$ cat src/inc/reset_pkg.sv
// constants and carrier types for the reset source combiner
package reset_pkg;
    localparam logic [15:0] WATCHDOG_CLEAR_ADDR = 16'h3ff0;
    localparam int WATCHDOG_CLEAR_BIT = 0;
    localparam logic [15:0] IO_LO = 16'h0000;
    localparam logic [15:0] IO_HI = 16'h004f;
    localparam logic [15:0] GAP1_LO = 16'h0150;
    localparam logic [15:0] GAP1_HI = 16'h03ff;
    localparam logic [15:0] GAP2_LO = 16'h0500;
    localparam logic [15:0] GAP2_HI = 16'h0fff;
    localparam logic [15:0] MON_LO = 16'h3f00;
    localparam logic [15:0] MON_HI = 16'h3fef;
    localparam int POWER_UP_CYCLES = 4064;
    localparam logic [2:0] PIN_STRETCH_CYCLES = 3'h4;
    localparam int WATCHDOG_TIMEOUT_CYCLES = 65536;
    localparam logic [7:0] RD_RESET_VALUE = 8'h00;

    typedef enum logic [1:0] {
        PU_WAIT_SUPPLY = 2'b00,
        PU_SETTLE = 2'b01,
        PU_DONE = 2'b11
    } power_up_e;

    typedef struct packed {
        logic pin_low;
        logic power_up;
        logic watchdog;
        logic illegal;
        logic low_supply;
    } sources_s;
endpackage

$ cat src/logic/reset_combiner.sv
// reset source combiner with watchdog and illegal fetch detector
`timescale 1ns/1ps
module reset_combiner #(
    parameter bit WATCHDOG_OPTION = 1'b1,
    parameter bit LOW_SUPPLY_OPTION = 1'b1,
    parameter int POWER_UP_CYCLES = reset_pkg::POWER_UP_CYCLES,
    parameter int WATCHDOG_TIMEOUT = reset_pkg::WATCHDOG_TIMEOUT_CYCLES
) (
    // clock and reset
    input wire logic i_clock,
    input wire logic i_rst_n,
    // reset pin, open drain
    input wire logic i_reset_pin,
    output logic o_reset_pin,
    output logic o_reset_pin_oe,
    // analog monitors
    input wire logic i_osc_active,
    input wire logic i_supply_above_rearm,
    input wire logic i_low_supply,
    // cpu fetch and mode
    input wire logic i_fetch,
    input wire logic [15:0] i_fetch_addr,
    input wire logic i_user_mode,
    // register port
    input wire logic [15:0] i_addr,
    input wire logic [7:0] i_wdata,
    input wire logic i_wr,
    input wire logic i_rd,
    input wire logic [7:0] i_mem_data,
    output logic [7:0] o_rdata,
    // system reset
    output logic o_sys_reset,
    output logic o_sources_any
);
    typedef struct packed {
        reset_pkg::power_up_e pu;
        logic [12:0] pu_cnt;
        logic [16:0] wd_cnt;
        logic wd_fire;
        logic ill_fire;
        logic [2:0] stretch;
        logic prev_ext;
        logic sys_reset;
        logic [7:0] rdata;
    } state_s;

    state_s cur;
    state_s next_cur;
    reset_pkg::sources_s src;
    logic illegal_hit;
    logic wd_clear;
    logic internal_any;

    always_comb begin
        illegal_hit = i_fetch && (
            (i_fetch_addr <= reset_pkg::IO_HI) ||
            (i_fetch_addr >= reset_pkg::GAP1_LO && i_fetch_addr <= reset_pkg::GAP1_HI) ||
            (i_fetch_addr >= reset_pkg::GAP2_LO && i_fetch_addr <= reset_pkg::GAP2_HI) ||
            (i_fetch_addr >= reset_pkg::MON_LO && i_fetch_addr <= reset_pkg::MON_HI));
        wd_clear = i_wr && (i_addr == reset_pkg::WATCHDOG_CLEAR_ADDR)
            && !i_wdata[reset_pkg::WATCHDOG_CLEAR_BIT];
        src.pin_low = !i_reset_pin;
        src.power_up = (cur.pu != reset_pkg::PU_DONE);
        src.watchdog = cur.wd_fire;
        src.illegal = cur.ill_fire;
        src.low_supply = LOW_SUPPLY_OPTION && i_low_supply;
        internal_any = src.power_up | src.watchdog | src.illegal | src.low_supply;
    end

    always_comb begin
        next_cur = cur;
        next_cur.prev_ext = !i_reset_pin;
        next_cur.rdata = reset_pkg::RD_RESET_VALUE;
        if (i_rd) begin
            next_cur.rdata = i_mem_data;
        end
        // power-up sequencer; rearms only on a true supply collapse
        case (cur.pu)
            reset_pkg::PU_WAIT_SUPPLY: begin
                next_cur.pu_cnt = 13'h0000;
                if (i_supply_above_rearm && i_osc_active) begin
                    next_cur.pu = reset_pkg::PU_SETTLE;
                end
            end
            reset_pkg::PU_SETTLE: begin
                next_cur.pu_cnt = cur.pu_cnt + 13'h0001;
                if (cur.pu_cnt == 13'(POWER_UP_CYCLES - 1)) begin
                    next_cur.pu = reset_pkg::PU_DONE;
                end
            end
            reset_pkg::PU_DONE: begin
                next_cur.pu = reset_pkg::PU_DONE;
            end
            default: begin
                next_cur.pu = reset_pkg::PU_WAIT_SUPPLY;
            end
        endcase
        if (!i_supply_above_rearm) begin
            next_cur.pu = reset_pkg::PU_WAIT_SUPPLY;
        end
        // watchdog counts only in user mode while the system reset is released
        if (!WATCHDOG_OPTION || cur.sys_reset || !i_user_mode || wd_clear) begin
            next_cur.wd_cnt = 17'h00000;
            next_cur.wd_fire = 1'b0;
        end else if (cur.wd_cnt == 17'(WATCHDOG_TIMEOUT - 1)) begin
            next_cur.wd_fire = 1'b1;
        end else begin
            next_cur.wd_cnt = cur.wd_cnt + 17'h00001;
        end
        // fire flags clear once the system reset has taken hold
        // the flag itself reloads the stretch, so it must not wait for the stretch to end
        if (cur.sys_reset) begin
            next_cur.ill_fire = 1'b0;
        end else if (illegal_hit && !cur.sys_reset) begin
            next_cur.ill_fire = 1'b1;
        end
        // pulldown stretch of four cycles
        if (internal_any || (src.pin_low && !cur.prev_ext && !o_reset_pin_oe)) begin
            next_cur.stretch = reset_pkg::PIN_STRETCH_CYCLES;
        end else if (cur.stretch != 3'h0) begin
            next_cur.stretch = cur.stretch - 3'h1;
        end
        // or of all sources, release on the clock edge
        next_cur.sys_reset = src.pin_low | internal_any;
    end

    always_ff @(posedge i_clock) begin
        if (!i_rst_n) begin
            cur <= '0;
            cur.sys_reset <= 1'b1;
        end else begin
            cur <= next_cur;
        end
    end

    // pulldown active while any internal source or the stretch runs
    assign o_reset_pin_oe = internal_any || (cur.stretch != 3'h0);
    assign o_reset_pin = 1'b0;
    // mode pins are sampled by the core at this release
    assign o_sys_reset = cur.sys_reset;
    assign o_sources_any = internal_any | src.pin_low;
    assign o_rdata = cur.rdata;

    power_up_hold_a: assert property (@(posedge i_clock) disable iff (!i_rst_n)
        (cur.pu == reset_pkg::PU_SETTLE) |=> o_sys_reset)
        else $error("reset released during power-up settling");
    combine_or_a: assert property (@(posedge i_clock) disable iff (!i_rst_n)
        (src.watchdog || src.illegal || src.low_supply) |=> o_sys_reset)
        else $error("internal source did not assert system reset");
    pin_release_a: assert property (@(posedge i_clock) disable iff (!i_rst_n)
        (!internal_any && i_reset_pin) |=> !o_sys_reset)
        else $error("reset not released one cycle after pin high");
    pin_hold_a: assert property (@(posedge i_clock) disable iff (!i_rst_n)
        !i_reset_pin |=> o_sys_reset)
        else $error("pin low did not hold reset");
    pulldown_src_a: assert property (@(posedge i_clock) disable iff (!i_rst_n)
        internal_any |-> o_reset_pin_oe)
        else $error("pulldown off while source active");
    stretch_len_a: assert property (@(posedge i_clock) disable iff (!i_rst_n)
        $fell(internal_any) |-> o_reset_pin_oe [*3])
        else $error("pulldown stretch shorter than three cycles");
    illegal_fetch_a: assert property (@(posedge i_clock) disable iff (!i_rst_n)
        (i_fetch && i_fetch_addr == reset_pkg::GAP1_LO && !cur.sys_reset)
        |=> ##1 o_sys_reset)
        else $error("illegal fetch did not reset");
    wd_clear_a: assert property (@(posedge i_clock) disable iff (!i_rst_n)
        wd_clear |=> (cur.wd_cnt == 17'h00000))
        else $error("watchdog not cleared by write");
    read_mem_a: assert property (@(posedge i_clock) disable iff (!i_rst_n)
        i_rd |=> (o_rdata == $past(i_mem_data)))
        else $error("read did not return memory data");

    // shorthands for the checks below
    localparam logic [16:0] WD_LAST = 17'(WATCHDOG_TIMEOUT - 1);
    localparam logic [12:0] PU_LAST = 13'(POWER_UP_CYCLES - 1);
    logic wd_runs;
    assign wd_runs = WATCHDOG_OPTION && !cur.sys_reset && i_user_mode && !wd_clear;

    // combining and release
    sys_hold_src_a: assert property (@(posedge i_clock) disable iff (!i_rst_n)
        o_sources_any |=> o_sys_reset)
        else $error("system reset missed an active source");
    sys_release_a: assert property (@(posedge i_clock) disable iff (!i_rst_n)
        !o_sources_any |=> !o_sys_reset)
        else $error("system reset held with no source");
    pin_source_a: assert property (@(posedge i_clock) disable iff (!i_rst_n)
        !i_reset_pin |-> o_sources_any)
        else $error("low pin not counted as a source");
    internal_source_a: assert property (@(posedge i_clock) disable iff (!i_rst_n)
        internal_any |-> o_sources_any)
        else $error("internal source not counted");
    sys_rise_a: assert property (@(posedge i_clock) disable iff (!i_rst_n)
        $rose(o_sys_reset) |-> $past(o_sources_any))
        else $error("system reset rose without a source");
    sys_fall_a: assert property (@(posedge i_clock) disable iff (!i_rst_n)
        $fell(o_sys_reset) |-> !$past(o_sources_any))
        else $error("system reset fell while a source was active");

    // reset pin driver
    pin_zero_a: assert property (@(posedge i_clock) disable iff (!i_rst_n)
        o_reset_pin == 1'b0)
        else $error("reset pin driven high");
    oe_idle_a: assert property (@(posedge i_clock) disable iff (!i_rst_n)
        (!internal_any && cur.stretch == 3'h0) |-> !o_reset_pin_oe)
        else $error("pulldown on with nothing to hold");
    oe_stretch_a: assert property (@(posedge i_clock) disable iff (!i_rst_n)
        (cur.stretch != 3'h0) |-> o_reset_pin_oe)
        else $error("pulldown off during stretch");
    ext_low_track_a: assert property (@(posedge i_clock) disable iff (!i_rst_n)
        !i_reset_pin |=> cur.prev_ext)
        else $error("pin history missed a low level");
    ext_high_track_a: assert property (@(posedge i_clock) disable iff (!i_rst_n)
        i_reset_pin |=> !cur.prev_ext)
        else $error("pin history missed a high level");
    ext_load_a: assert property (@(posedge i_clock) disable iff (!i_rst_n)
        (!i_reset_pin && !cur.prev_ext && !o_reset_pin_oe)
        |=> (cur.stretch == reset_pkg::PIN_STRETCH_CYCLES))
        else $error("external fall did not load the stretch");
    ext_no_retrigger_a: assert property (@(posedge i_clock) disable iff (!i_rst_n)
        (!i_reset_pin && cur.prev_ext && !internal_any && cur.stretch == 3'h0)
        |=> (cur.stretch == 3'h0))
        else $error("held pin retriggered the stretch");
    ext_stretch_a: assert property (@(posedge i_clock) disable iff (!i_rst_n)
        (!i_reset_pin && !cur.prev_ext && !o_reset_pin_oe) |=> o_reset_pin_oe [*4])
        else $error("external pulldown shorter than four cycles");

    // stretch counter
    stretch_max_a: assert property (@(posedge i_clock) disable iff (!i_rst_n)
        cur.stretch <= reset_pkg::PIN_STRETCH_CYCLES)
        else $error("stretch above its load value");
    stretch_load_a: assert property (@(posedge i_clock) disable iff (!i_rst_n)
        internal_any |=> (cur.stretch == reset_pkg::PIN_STRETCH_CYCLES))
        else $error("internal source did not load the stretch");
    stretch_count_a: assert property (@(posedge i_clock) disable iff (!i_rst_n)
        (!internal_any && cur.stretch != 3'h0) |=> (cur.stretch == $past(cur.stretch) - 3'h1))
        else $error("stretch did not count down");
    stretch_rest_a: assert property (@(posedge i_clock) disable iff (!i_rst_n)
        (!internal_any && cur.stretch == 3'h0 && !(!i_reset_pin && !cur.prev_ext))
        |=> (cur.stretch == 3'h0))
        else $error("stretch started without a cause");
    low_stretch_a: assert property (@(posedge i_clock) disable iff (!i_rst_n)
        (LOW_SUPPLY_OPTION && i_low_supply)
        |=> (cur.stretch == reset_pkg::PIN_STRETCH_CYCLES))
        else $error("low supply did not load the stretch");

    // watchdog
    wd_count_a: assert property (@(posedge i_clock) disable iff (!i_rst_n)
        (wd_runs && cur.wd_cnt != WD_LAST) |=> (cur.wd_cnt == $past(cur.wd_cnt) + 17'h00001))
        else $error("watchdog did not advance");
    wd_max_a: assert property (@(posedge i_clock) disable iff (!i_rst_n)
        cur.wd_cnt <= WD_LAST)
        else $error("watchdog counter beyond timeout");
    wd_fire_a: assert property (@(posedge i_clock) disable iff (!i_rst_n)
        (wd_runs && cur.wd_cnt == WD_LAST) |=> cur.wd_fire)
        else $error("watchdog did not fire at timeout");
    wd_early_a: assert property (@(posedge i_clock) disable iff (!i_rst_n)
        (cur.wd_cnt != WD_LAST && !cur.wd_fire) |=> !cur.wd_fire)
        else $error("watchdog fired early");
    wd_fire_hold_a: assert property (@(posedge i_clock) disable iff (!i_rst_n)
        (cur.wd_fire && wd_runs) |=> cur.wd_fire)
        else $error("watchdog fire dropped before reset");
    wd_reset_a: assert property (@(posedge i_clock) disable iff (!i_rst_n)
        cur.wd_fire |=> o_sys_reset)
        else $error("watchdog fire did not reset");
    wd_in_reset_a: assert property (@(posedge i_clock) disable iff (!i_rst_n)
        cur.sys_reset |=> (cur.wd_cnt == 17'h00000 && !cur.wd_fire))
        else $error("watchdog ran during reset");
    wd_user_a: assert property (@(posedge i_clock) disable iff (!i_rst_n)
        !i_user_mode |=> !cur.wd_fire)
        else $error("watchdog fired outside user mode");
    wd_option_a: assert property (@(posedge i_clock) disable iff (!i_rst_n)
        !WATCHDOG_OPTION |-> !cur.wd_fire)
        else $error("watchdog fired while built out");
    wd_clear_fire_a: assert property (@(posedge i_clock) disable iff (!i_rst_n)
        wd_clear |=> !cur.wd_fire)
        else $error("clear write left the watchdog fired");
    wd_bit_one_a: assert property (@(posedge i_clock) disable iff (!i_rst_n)
        (i_wr && i_addr == reset_pkg::WATCHDOG_CLEAR_ADDR && i_wdata[0]
        && wd_runs && cur.wd_cnt != WD_LAST) |=> (cur.wd_cnt != 17'h00000))
        else $error("writing one cleared the watchdog");
    wd_other_addr_a: assert property (@(posedge i_clock) disable iff (!i_rst_n)
        (i_wr && i_addr != reset_pkg::WATCHDOG_CLEAR_ADDR && wd_runs && cur.wd_cnt != WD_LAST)
        |=> (cur.wd_cnt != 17'h00000))
        else $error("write elsewhere cleared the watchdog");
    wd_read_a: assert property (@(posedge i_clock) disable iff (!i_rst_n)
        (i_rd && !i_wr && wd_runs && cur.wd_cnt != WD_LAST) |=> (cur.wd_cnt != 17'h00000))
        else $error("read cleared the watchdog");

    // illegal fetch detector
    ill_set_a: assert property (@(posedge i_clock) disable iff (!i_rst_n)
        (illegal_hit && !cur.sys_reset) |=> cur.ill_fire)
        else $error("illegal fetch not flagged");
    ill_quiet_a: assert property (@(posedge i_clock) disable iff (!i_rst_n)
        (!illegal_hit && !cur.ill_fire) |=> !cur.ill_fire)
        else $error("illegal flag set without a fetch");
    ill_hold_a: assert property (@(posedge i_clock) disable iff (!i_rst_n)
        (cur.ill_fire && !cur.sys_reset) |=> cur.ill_fire)
        else $error("illegal flag dropped before reset");
    ill_clear_a: assert property (@(posedge i_clock) disable iff (!i_rst_n)
        (cur.ill_fire && cur.sys_reset) |=> !cur.ill_fire)
        else $error("illegal flag stuck in reset");
    ill_in_reset_a: assert property (@(posedge i_clock) disable iff (!i_rst_n)
        (cur.sys_reset && !cur.ill_fire) |=> !cur.ill_fire)
        else $error("fetch flagged during reset");
    ill_reset_a: assert property (@(posedge i_clock) disable iff (!i_rst_n)
        cur.ill_fire |=> o_sys_reset)
        else $error("illegal flag did not reset");
    io_fetch_a: assert property (@(posedge i_clock) disable iff (!i_rst_n)
        (i_fetch && i_fetch_addr <= reset_pkg::IO_HI && !cur.sys_reset) |=> cur.ill_fire)
        else $error("io space fetch not flagged");
    mon_fetch_a: assert property (@(posedge i_clock) disable iff (!i_rst_n)
        (i_fetch && i_fetch_addr >= reset_pkg::MON_LO && i_fetch_addr <= reset_pkg::MON_HI
        && !cur.sys_reset) |=> cur.ill_fire)
        else $error("monitor fetch not flagged");
    gap1_fetch_a: assert property (@(posedge i_clock) disable iff (!i_rst_n)
        (i_fetch && i_fetch_addr >= reset_pkg::GAP1_LO && i_fetch_addr <= reset_pkg::GAP1_HI
        && !cur.sys_reset) |=> cur.ill_fire)
        else $error("first gap fetch not flagged");
    gap2_fetch_a: assert property (@(posedge i_clock) disable iff (!i_rst_n)
        (i_fetch && i_fetch_addr >= reset_pkg::GAP2_LO && i_fetch_addr <= reset_pkg::GAP2_HI
        && !cur.sys_reset) |=> cur.ill_fire)
        else $error("second gap fetch not flagged");
    ram_fetch_a: assert property (@(posedge i_clock) disable iff (!i_rst_n)
        (i_fetch && i_fetch_addr > reset_pkg::IO_HI && i_fetch_addr < reset_pkg::GAP1_LO
        && !cur.ill_fire) |=> !cur.ill_fire)
        else $error("legal low fetch flagged");
    mid_fetch_a: assert property (@(posedge i_clock) disable iff (!i_rst_n)
        (i_fetch && i_fetch_addr > reset_pkg::GAP1_HI && i_fetch_addr < reset_pkg::GAP2_LO
        && !cur.ill_fire) |=> !cur.ill_fire)
        else $error("legal middle fetch flagged");
    rom_fetch_a: assert property (@(posedge i_clock) disable iff (!i_rst_n)
        (i_fetch && i_fetch_addr > reset_pkg::GAP2_HI && i_fetch_addr < reset_pkg::MON_LO
        && !cur.ill_fire) |=> !cur.ill_fire)
        else $error("legal program fetch flagged");
    vector_fetch_a: assert property (@(posedge i_clock) disable iff (!i_rst_n)
        (i_fetch && i_fetch_addr > reset_pkg::MON_HI && !cur.ill_fire) |=> !cur.ill_fire)
        else $error("legal top fetch flagged");

    // power-up sequencer
    pu_legal_a: assert property (@(posedge i_clock) disable iff (!i_rst_n)
        cur.pu inside {reset_pkg::PU_WAIT_SUPPLY, reset_pkg::PU_SETTLE, reset_pkg::PU_DONE})
        else $error("power-up state out of range");
    pu_wait_a: assert property (@(posedge i_clock) disable iff (!i_rst_n)
        (cur.pu == reset_pkg::PU_WAIT_SUPPLY && !(i_supply_above_rearm && i_osc_active))
        |=> (cur.pu == reset_pkg::PU_WAIT_SUPPLY))
        else $error("settling began without supply and oscillator");
    pu_start_a: assert property (@(posedge i_clock) disable iff (!i_rst_n)
        (cur.pu == reset_pkg::PU_WAIT_SUPPLY && i_supply_above_rearm && i_osc_active)
        |=> (cur.pu == reset_pkg::PU_SETTLE))
        else $error("settling did not begin");
    pu_zero_a: assert property (@(posedge i_clock) disable iff (!i_rst_n)
        (cur.pu == reset_pkg::PU_WAIT_SUPPLY) |=> (cur.pu_cnt == 13'h0000))
        else $error("settle count not cleared while waiting");
    pu_count_a: assert property (@(posedge i_clock) disable iff (!i_rst_n)
        (cur.pu == reset_pkg::PU_SETTLE && i_supply_above_rearm && cur.pu_cnt != PU_LAST)
        |=> (cur.pu == reset_pkg::PU_SETTLE && cur.pu_cnt == $past(cur.pu_cnt) + 13'h0001))
        else $error("settle count did not advance");
    pu_limit_a: assert property (@(posedge i_clock) disable iff (!i_rst_n)
        (cur.pu == reset_pkg::PU_SETTLE) |-> (cur.pu_cnt <= PU_LAST))
        else $error("settle count beyond its end");
    pu_end_a: assert property (@(posedge i_clock) disable iff (!i_rst_n)
        (cur.pu == reset_pkg::PU_SETTLE && i_supply_above_rearm && cur.pu_cnt == PU_LAST)
        |=> (cur.pu == reset_pkg::PU_DONE))
        else $error("settling did not end on time");
    pu_reset_a: assert property (@(posedge i_clock) disable iff (!i_rst_n)
        (cur.pu != reset_pkg::PU_DONE) |=> o_sys_reset)
        else $error("reset released before power-up done");
    pu_pin_a: assert property (@(posedge i_clock) disable iff (!i_rst_n)
        (cur.pu != reset_pkg::PU_DONE) |-> o_reset_pin_oe)
        else $error("power-up left the pin undriven");
    pu_no_dip_a: assert property (@(posedge i_clock) disable iff (!i_rst_n)
        (cur.pu == reset_pkg::PU_DONE && i_supply_above_rearm)
        |=> (cur.pu == reset_pkg::PU_DONE))
        else $error("power-up reset answered a dip");
    pu_rearm_a: assert property (@(posedge i_clock) disable iff (!i_rst_n)
        !i_supply_above_rearm |=> (cur.pu == reset_pkg::PU_WAIT_SUPPLY))
        else $error("power-up did not rearm on collapse");

    // low supply
    low_pin_a: assert property (@(posedge i_clock) disable iff (!i_rst_n)
        (LOW_SUPPLY_OPTION && i_low_supply) |-> o_reset_pin_oe)
        else $error("low supply left the pin undriven");
    low_reset_a: assert property (@(posedge i_clock) disable iff (!i_rst_n)
        (LOW_SUPPLY_OPTION && i_low_supply) |=> o_sys_reset)
        else $error("low supply did not reset");
    low_option_a: assert property (@(posedge i_clock) disable iff (!i_rst_n)
        !LOW_SUPPLY_OPTION |-> !src.low_supply)
        else $error("low supply active while built out");

    // read port
    read_idle_a: assert property (@(posedge i_clock) disable iff (!i_rst_n)
        !i_rd |=> (o_rdata == reset_pkg::RD_RESET_VALUE))
        else $error("read data outside its cycle");
endmodule

$ cat config.mk
export PLATFORM = sky130hd
export DESIGN_NAME = reset_combiner
export DESIGN_NICKNAME = d
export VERILOG_FILES = /design/src/inc/reset_pkg.sv /design/src/logic/reset_combiner.sv
export SDC_FILE = /design/constraint.sdc
export NUM_CORES = 1
export LEC_CHECK = 0
export BUFFER_PORTS_ARGS = -buffer_cell sky130_fd_sc_hd__buf_2
export CORE_ASPECT_RATIO = 0.6
export CORE_MARGIN = 2
export CORE_UTILIZATION = 50
export DETAILED_ROUTE_END_ITERATION = 6
export PLACE_DENSITY = 0.79
export SLEW_MARGIN = 40
export SYNTH_ARGS = -nofsm -noshare
export SYNTH_HDL_FRONTEND = slang
export SYNTH_SLANG_ARGS = --single-unit
$ cat constraint.sdc
create_clock -name i_clock -period 6.4 [get_ports i_clock]
set_input_delay 0 -clock i_clock [delete_from_list [all_inputs] [get_ports i_clock]]
set_output_delay 0 -clock i_clock [all_outputs]
set_load 0.05 [all_outputs]
==> flow_metrics.py, run 1 <==
metrics = {
    "floorplan": {
        "die_h_um": 55.1,
        "core.rowCount": 18,
        "core_sq_um": 4140,
        "die_w_um": 89.2,
        "start_util_pct": 52.6,
        "pin_count": 70,
        "fp.dieArea_sq_um": 4920,
    },
    "placed_design": {
        "routabilityCongestion": 0.817,
        "io_buffers": 57,
        "dp_hpwl_mm": 3.16,
    },
    "pwr": {
        "p_per_area_nw_per_um2": 194,
        "power_leakage_nw": 1.04,
        "ir_drop_v": 0.0000914,
        "power_w": 0.000531,
    },
    "timing": {
        "setup_viol": 0,
        "period_needed_ps": 2390,
        "rsz0062_at_grt": "no",
        "tightest_slew_ps": 750,
        "finalCritPeriodShare_pct": 37.4,
        "slew_viol_final": 0,
        "fin_skew_ps": 5.69,
        "slew_headroom_pct": 49.9,
        "max_freq_mhz": 418,
        "finalSetupTns_ps": 0,
        "hold_violations": 0,
    },
    "yosys": {
        "yosys_warnings": 0,
        "synth_compound_area_share_pct": 7.98,
        "syn_nets": 316,
        "synth_xor_xnor_area_share_pct": 8.85,
        "synth-simple-area-share_pct": 29.1,
        "synth-adder-area-share_pct": 3.45,
        "ys_ff_latch": 47,
        "syn_area_sq_um": 2180,
        "avgSynthCellArea_sq_um": 8.64,
        "synthMuxAreaShare_pct": 0.460,
        "ys_seq_area_share_pct": 43.2,
        "synth_top_family_by_area": "simple AND/OR/NAND/NOR gates",
        "ys_types": 42,
        "synthCells": 252,
    },
    "clock_network": {
        "clk_pin_slew_worst_paths_ps": 90,
        "cts_tree": "yes",
        "cts_resized": 0,
        "clk_latency_ps": 300,
        "post_cts_buffers": 0,
        "clk_path_buf_depth": 2,
        "cts_root_buf": "clkbuf_8",
        "cts_made_buffers": 5,
        "cts.htree.levels": 2,
        "clock-sinks": 47,
        "cts_hold_buffers": 19,
    },
    "run_status": {
        "outcome": "finished, final reports clean",
    },
    "drt": {
        "drt_wl_total_mm": 4.45,
        "wl_met2_mm": 1.90,
        "dr.pass1.iters": 4,
        "top_layer_used": "met4",
        "drc": 0,
        "postRouteAntennaNets": 0,
        "wl_met3_um": 315,
        "via_count": 1944,
        "drt-vias-per-instance": 5.12,
        "wl_per_cell_um": 11.7,
        "wl_met1_mm": 2.16,
        "first_iter_violations": 134,
    },
    "global_routing": {
        "grt_usage_pct": 19.8,
        "grt_first_pass_wirelength_mm": 7.34,
        "grt_max_degree": 20,
        "grt_overflow_total": 0,
        "grt_pass1_vias": 1736,
        "grt_antenna_before_repair": 0,
    },
    "finish": {
        "drive_gt1_share_pct": 21.6,
        "diodes": 0,
        "syn2layout_area_growth_pct": 25.4,
        "layout.nets": 383,
        "fillers": 347,
    },
    "worst_setup_path": {
        "crit_type": "flop to flop",
        "crit_path_end_kind": "flop",
        "worstSetupStartpointType": "flop",
        "cp_max_fo": 9,
        "worstPathArrival_ps": 2550,
        "cp_data_required_time_ps": 6560,
    },
    "worst_hold_path": {
        "hold_class": "input port to flop",
    },
    "flow_run": {
        "cap_violations": 0,
    },
}
-- cell type report --
cell class | count | area [sq um] | area share (%)
Clock inverter | 2 | 16.3 | 0.596
Inverter | 12 | 45.0 | 1.65
Clock buffer | 6 | 82.6 | 3.02
Timing Repair Buffer | 76 | 475 | 17.4
Tap cell | 60 | 75.1 | 2.75
Multi-Input combinational cell | 177 | 1100 | 40.1
Sequential cell | 47 | 941 | 34.4
-- worst max-delay path, stage by stage, from the launching register on --
cell and delay, ps:
dfxtp_1 420, nand4_1 280, nor2_1 190, nand3_1 110, nor3_1 240, ha_1 370
nand2b_1 340, nor4_1 100, xnor2_1 150, nor2_1 50
-- metal layers --
metal	up-vias	track usage [%]
li1	990	-
met1	865	25.3
met2	80	33.1
met3	9	4.15
met4	0	8.21
met5	-	0
-- layout by cell type, fill, tap and decap left out, types with 6 or more instances in the layout --
cell           count
xnor2_1           17
ha_1               6
dlygate4sd3_1     19
clkbuf_8           6
inv_1             12
nor4_1             9
nand3_1           12
nand2_1           15
a21oi_1            8
buf_2             57
nand4_1            7
o21ai_0            7
dfxtp_1           47
nor3_1            10
and3_1            10
nor2_1            36
-- through the flow --
| step | instances | hold slack [ps] | instance area (sq um) | worst slack, ps | utilization, % |
|---|---|---|---|---|---|
| CTS | 380 | 1.11 | 2730 | 4010 | 65.9 |
| global placement | 353 | 231 | 2440 | 4080 | 58.8 |
| detailed placement | 353 | 240 | 2440 | 4040 | 58.9 |
| global route | 380 | 9.72 | 2730 | 3700 | 65.9 |
| finish | 380 | 4.61 | 2730 | 4010 | 65.9 |
| floorplan | 252 | 71.6 | 2180 | 4290 | - |
-- cells in the mapped netlist (all sizes together) --
cell type	n	area [sq um]
dfxtp	47	941
nor2	36	135
xnor2	17	149
nand2	15	56.3
inv	12	45.0
nand3	12	60.1
buf	11	83.8
and3	10	62.6
nor3	10	50.1
nor4	10	62.6
a21oi	8	40.0
nand4	8	56.3
o21ai	8	40.0
ha	6	75.1
clkbuf	5	18.8
xor2	5	43.8
nor2b	4	25.0
nand2b	3	18.8
or3	3	18.8
a21boi	2	15.0
and3b	2	17.5
o22ai	2	12.5
a21o	1	7.51
and2	1	6.26
and4	1	8.76
conb	1	3.75
mux2i	1	10.0
nand3b	1	7.51
nand4b	1	8.76
nand4bb	1	11.3
nor3b	1	7.51
o211ai	1	7.51
o21a	1	7.51
o311ai	1	26.3
o32ai	1	8.76
o41ai	1	8.76
or4	1	11.3
or4b	1	10.0
-- path summary, 6_finish.rpt --
kind         cells after the start         end     from  slack [ps]
min reg2reg                      2     cur[13]  cur[13]         480
min                              2  o_rdata[6]     i_rd           5
max                              9     cur[29]  cur[21]        4010
max reg2reg                      9     cur[29]  cur[21]        4010
-- registers in the layout, summed over array words and instances (netlist names) --
register / flops
o_sys_reset: 1
cur: 38
o_rdata: 8
-- cells by family (layout without fill, tap and decap cells) --
logic type      after synthesis  count (layout)
other cells                   1               1
simple gates                121             121
mux                           1               1
compound gates               26              26
fa+ha+maj                     6               6
buf+inv                      28              96
xor+xnor                     22              22
flops                        47              47
-- report_power, final --
group	internal [W]	switching, W	leakage (nW)
clock network	0.0000882	0.000101	0.0474
logic	0.0000226	0.0000216	0.613
registers	0.000295	0.00000151	0.381
total	0.000406	0.000125	1.04
(Power assumes the default switching activity.)
==> run 2, diff against run 1 <==
- CORE_UTILIZATION: 50 -> 45
- PLACE_DENSITY: 0.79 -> 0.75
- clock period: 6.4 -> 2.11 ns (I/O delays scaled with it)
==> run 2 against run 1 <==
Compared with the run above:
- the run now ends with hold timing left
- global-route usage down 1.9 points
- power rose to 3.1 times the previous value
- maximum frequency up 28%
- non-clock buffer count unchanged
- via count down 2.5%
- utilization down 6.9 points
- die area up 10%
- clock power rose to 3.2 times the previous value
- wire length down 1.1%
- first-iteration DRC count down 66%
- clock skew down 1.1 ps
- design area down 0.37%
- critical path type unchanged
- largest cell class unchanged
==> flow_metrics.py, run 2 (synthesis results as in run 1) <==
metrics = {
    "finish": {
        "final_cell_area_sq_um": 2720,
        "largest_reg_flops": 38,
        "fin_util_pct": 59.0,
        "diodes": 0,
        "top_register": "cur",
        "drive_gt1_share_pct": 23.4,
        "layout.nets": 383,
        "syn2layout_area_growth_pct": 24.9,
        "layout.cells.most_common_list": "buf_2, dfxtp_1, nor2_1",
        "layout_commonest_cell": "buf_2",
    },
    "drt": {
        "dr.pass1.iters": 4,
        "postRouteAntennaNets": 0,
        "drt-vias-per-instance": 4.95,
        "drc": 0,
        "via_count": 1895,
        "drt_wl_total_mm": 4.40,
        "first_iter_violations": 46,
        "wl_per_cell_um": 11.5,
    },
    "worst_hold_path": {
        "hold_class": "input port to flop",
        "worstHoldPathCells": 4,
    },
    "clock_network": {
        "post_cts_buffers": 0,
        "clk_path_buf_depth": 2,
        "clk_pin_slew_worst_paths_ps": 90,
        "cts_made_buffers": 5,
        "cts_tree": "yes",
        "cts_root_buf": "clkbuf_8",
        "clock-sinks": 47,
        "cts.htree.levels": 2,
        "clk_latency_ps": 300,
    },
    "placed_design": {
        "io_buffers": 57,
        "routabilityCongestion": 0.779,
        "post_dp_cell_area_sq_um": 2480,
        "dp_hpwl_mm": 3.21,
        "dpl_worst_slack_ps": 222,
    },
    "timing": {
        "period_needed_ps": 1870,
        "hold_violations": 1,
        "max_freq_mhz": 534,
        "hold_ws_ps": -10.6,
        "slew_headroom_pct": 51.6,
        "fin_skew_ps": 4.63,
        "layout_setup_ws_ps": 239,
        "finalSetupTns_ps": 0,
        "setup_viol": 0,
        "tightest_slew_ps": 721,
        "slew_viol_final": 0,
        "rsz0062_at_grt": "no",
        "finalCritPeriodShare_pct": 88.7,
    },
    "worst_setup_path": {
        "crit_path_end_kind": "flop",
        "worstSetupStartpointType": "flop",
        "cp_max_fo": 5,
        "crit_type": "flop to flop",
        "r2r_cells": 8,
        "worstPathArrival_ps": 2070,
        "cp_data_required_time_ps": 2310,
    },
    "floorplan": {
        "die_w_um": 93.8,
        "fp.dieArea_sq_um": 5430,
        "core.rowCount": 19,
        "core_sq_um": 4610,
        "pin_count": 70,
        "die_h_um": 57.9,
        "start_util_pct": 47.2,
    },
    "global_routing": {
        "grt_pass1_vias": 1820,
        "grt_antenna_before_repair": 0,
        "grt_max_degree": 20,
        "grt_first_pass_wirelength_mm": 7.59,
        "grt_overflow_total": 0,
        "grt_usage_pct": 17.8,
    },
    "flow_run": {
        "cap_violations": 0,
    },
    "pwr": {
        "power_leakage_nw": 1.04,
        "ir_drop_v": 0.000324,
        "p_per_area_nw_per_um2": 599,
    },
    "run_status": {
        "outcome": "complete, but fails checks",
        "violations": "hold timing",
    },
}
==> run 2: path summary, 6_finish.rpt <==
kind,start,endpoint,slack [ps]
min reg2reg,cur[14],cur[14],480
min,i_fetch_addr[14],cur[13],-10
max reg2reg,cur[15],cur[28],240
max,cur[15],cur[28],240
==> run 2: final cells by class <==
cell class                      count  area (sq um)
Multi-Input combinational cell    177          1090
Sequential cell                    47           941
Clock buffer                        7          96.3
Tap cell                           63          78.8
Fill cell                         420          1890
Clock inverter                      1          7.51
Inverter                           12          45.0
Timing Repair Buffer               76           460
==> run 2: repair_timing <==
| action | 4_1_cts | 5_1_grt |
|---|---|---|
| hold buffers | 13 | 0 |
| hold endpoints to repair | 13 | 0 |
| setup endpoints to repair | 0 | 6 |
| gates resized for setup | 0 | 1 |
==> run 2: metrics by stage <==
stage,total power [W],std cells
floorplan,0.000986,252
global placement,0.00103,362
detailed placement,0.00103,362
CTS,0.00165,383
global route,0.00170,383
finish,0.00163,383
==> run 2: power by group <==
group          total [W]  leakage [nW]  switching [W]  internal (W)
registers       0.000901         0.381     0.00000502      0.000896
logic           0.000129         0.614      0.0000646     0.0000649
clock network   0.000601        0.0505       0.000303      0.000298
total            0.00163          1.04       0.000372       0.00126
==> run 2: critical path, stage by stage, from the launching register on <==
cell and delay, ps:
dfxtp_1 370, ha_1 240, nand3_1 100, nor3_1 50
ha_1 220, nand3b_1 250, nor4_1 330, xnor2_1 160
nor2_1 50
==> run 2: per-layer routing <==
| metal | vias up | GRT usage, % | share of wire [%] | wire (um) |
|---|---|---|---|---|
| li1 | 991 | - | - | - |
| met1 | 828 | 23.0 | 50 | 2220 |
| met2 | 68 | 29.4 | 41 | 1800 |
| met3 | 8 | 4.16 | 7.1 | 312 |
| met4 | 0 | 6.83 | 1.6 | 70 |
| met5 | - | 0 | 0 | 0 |
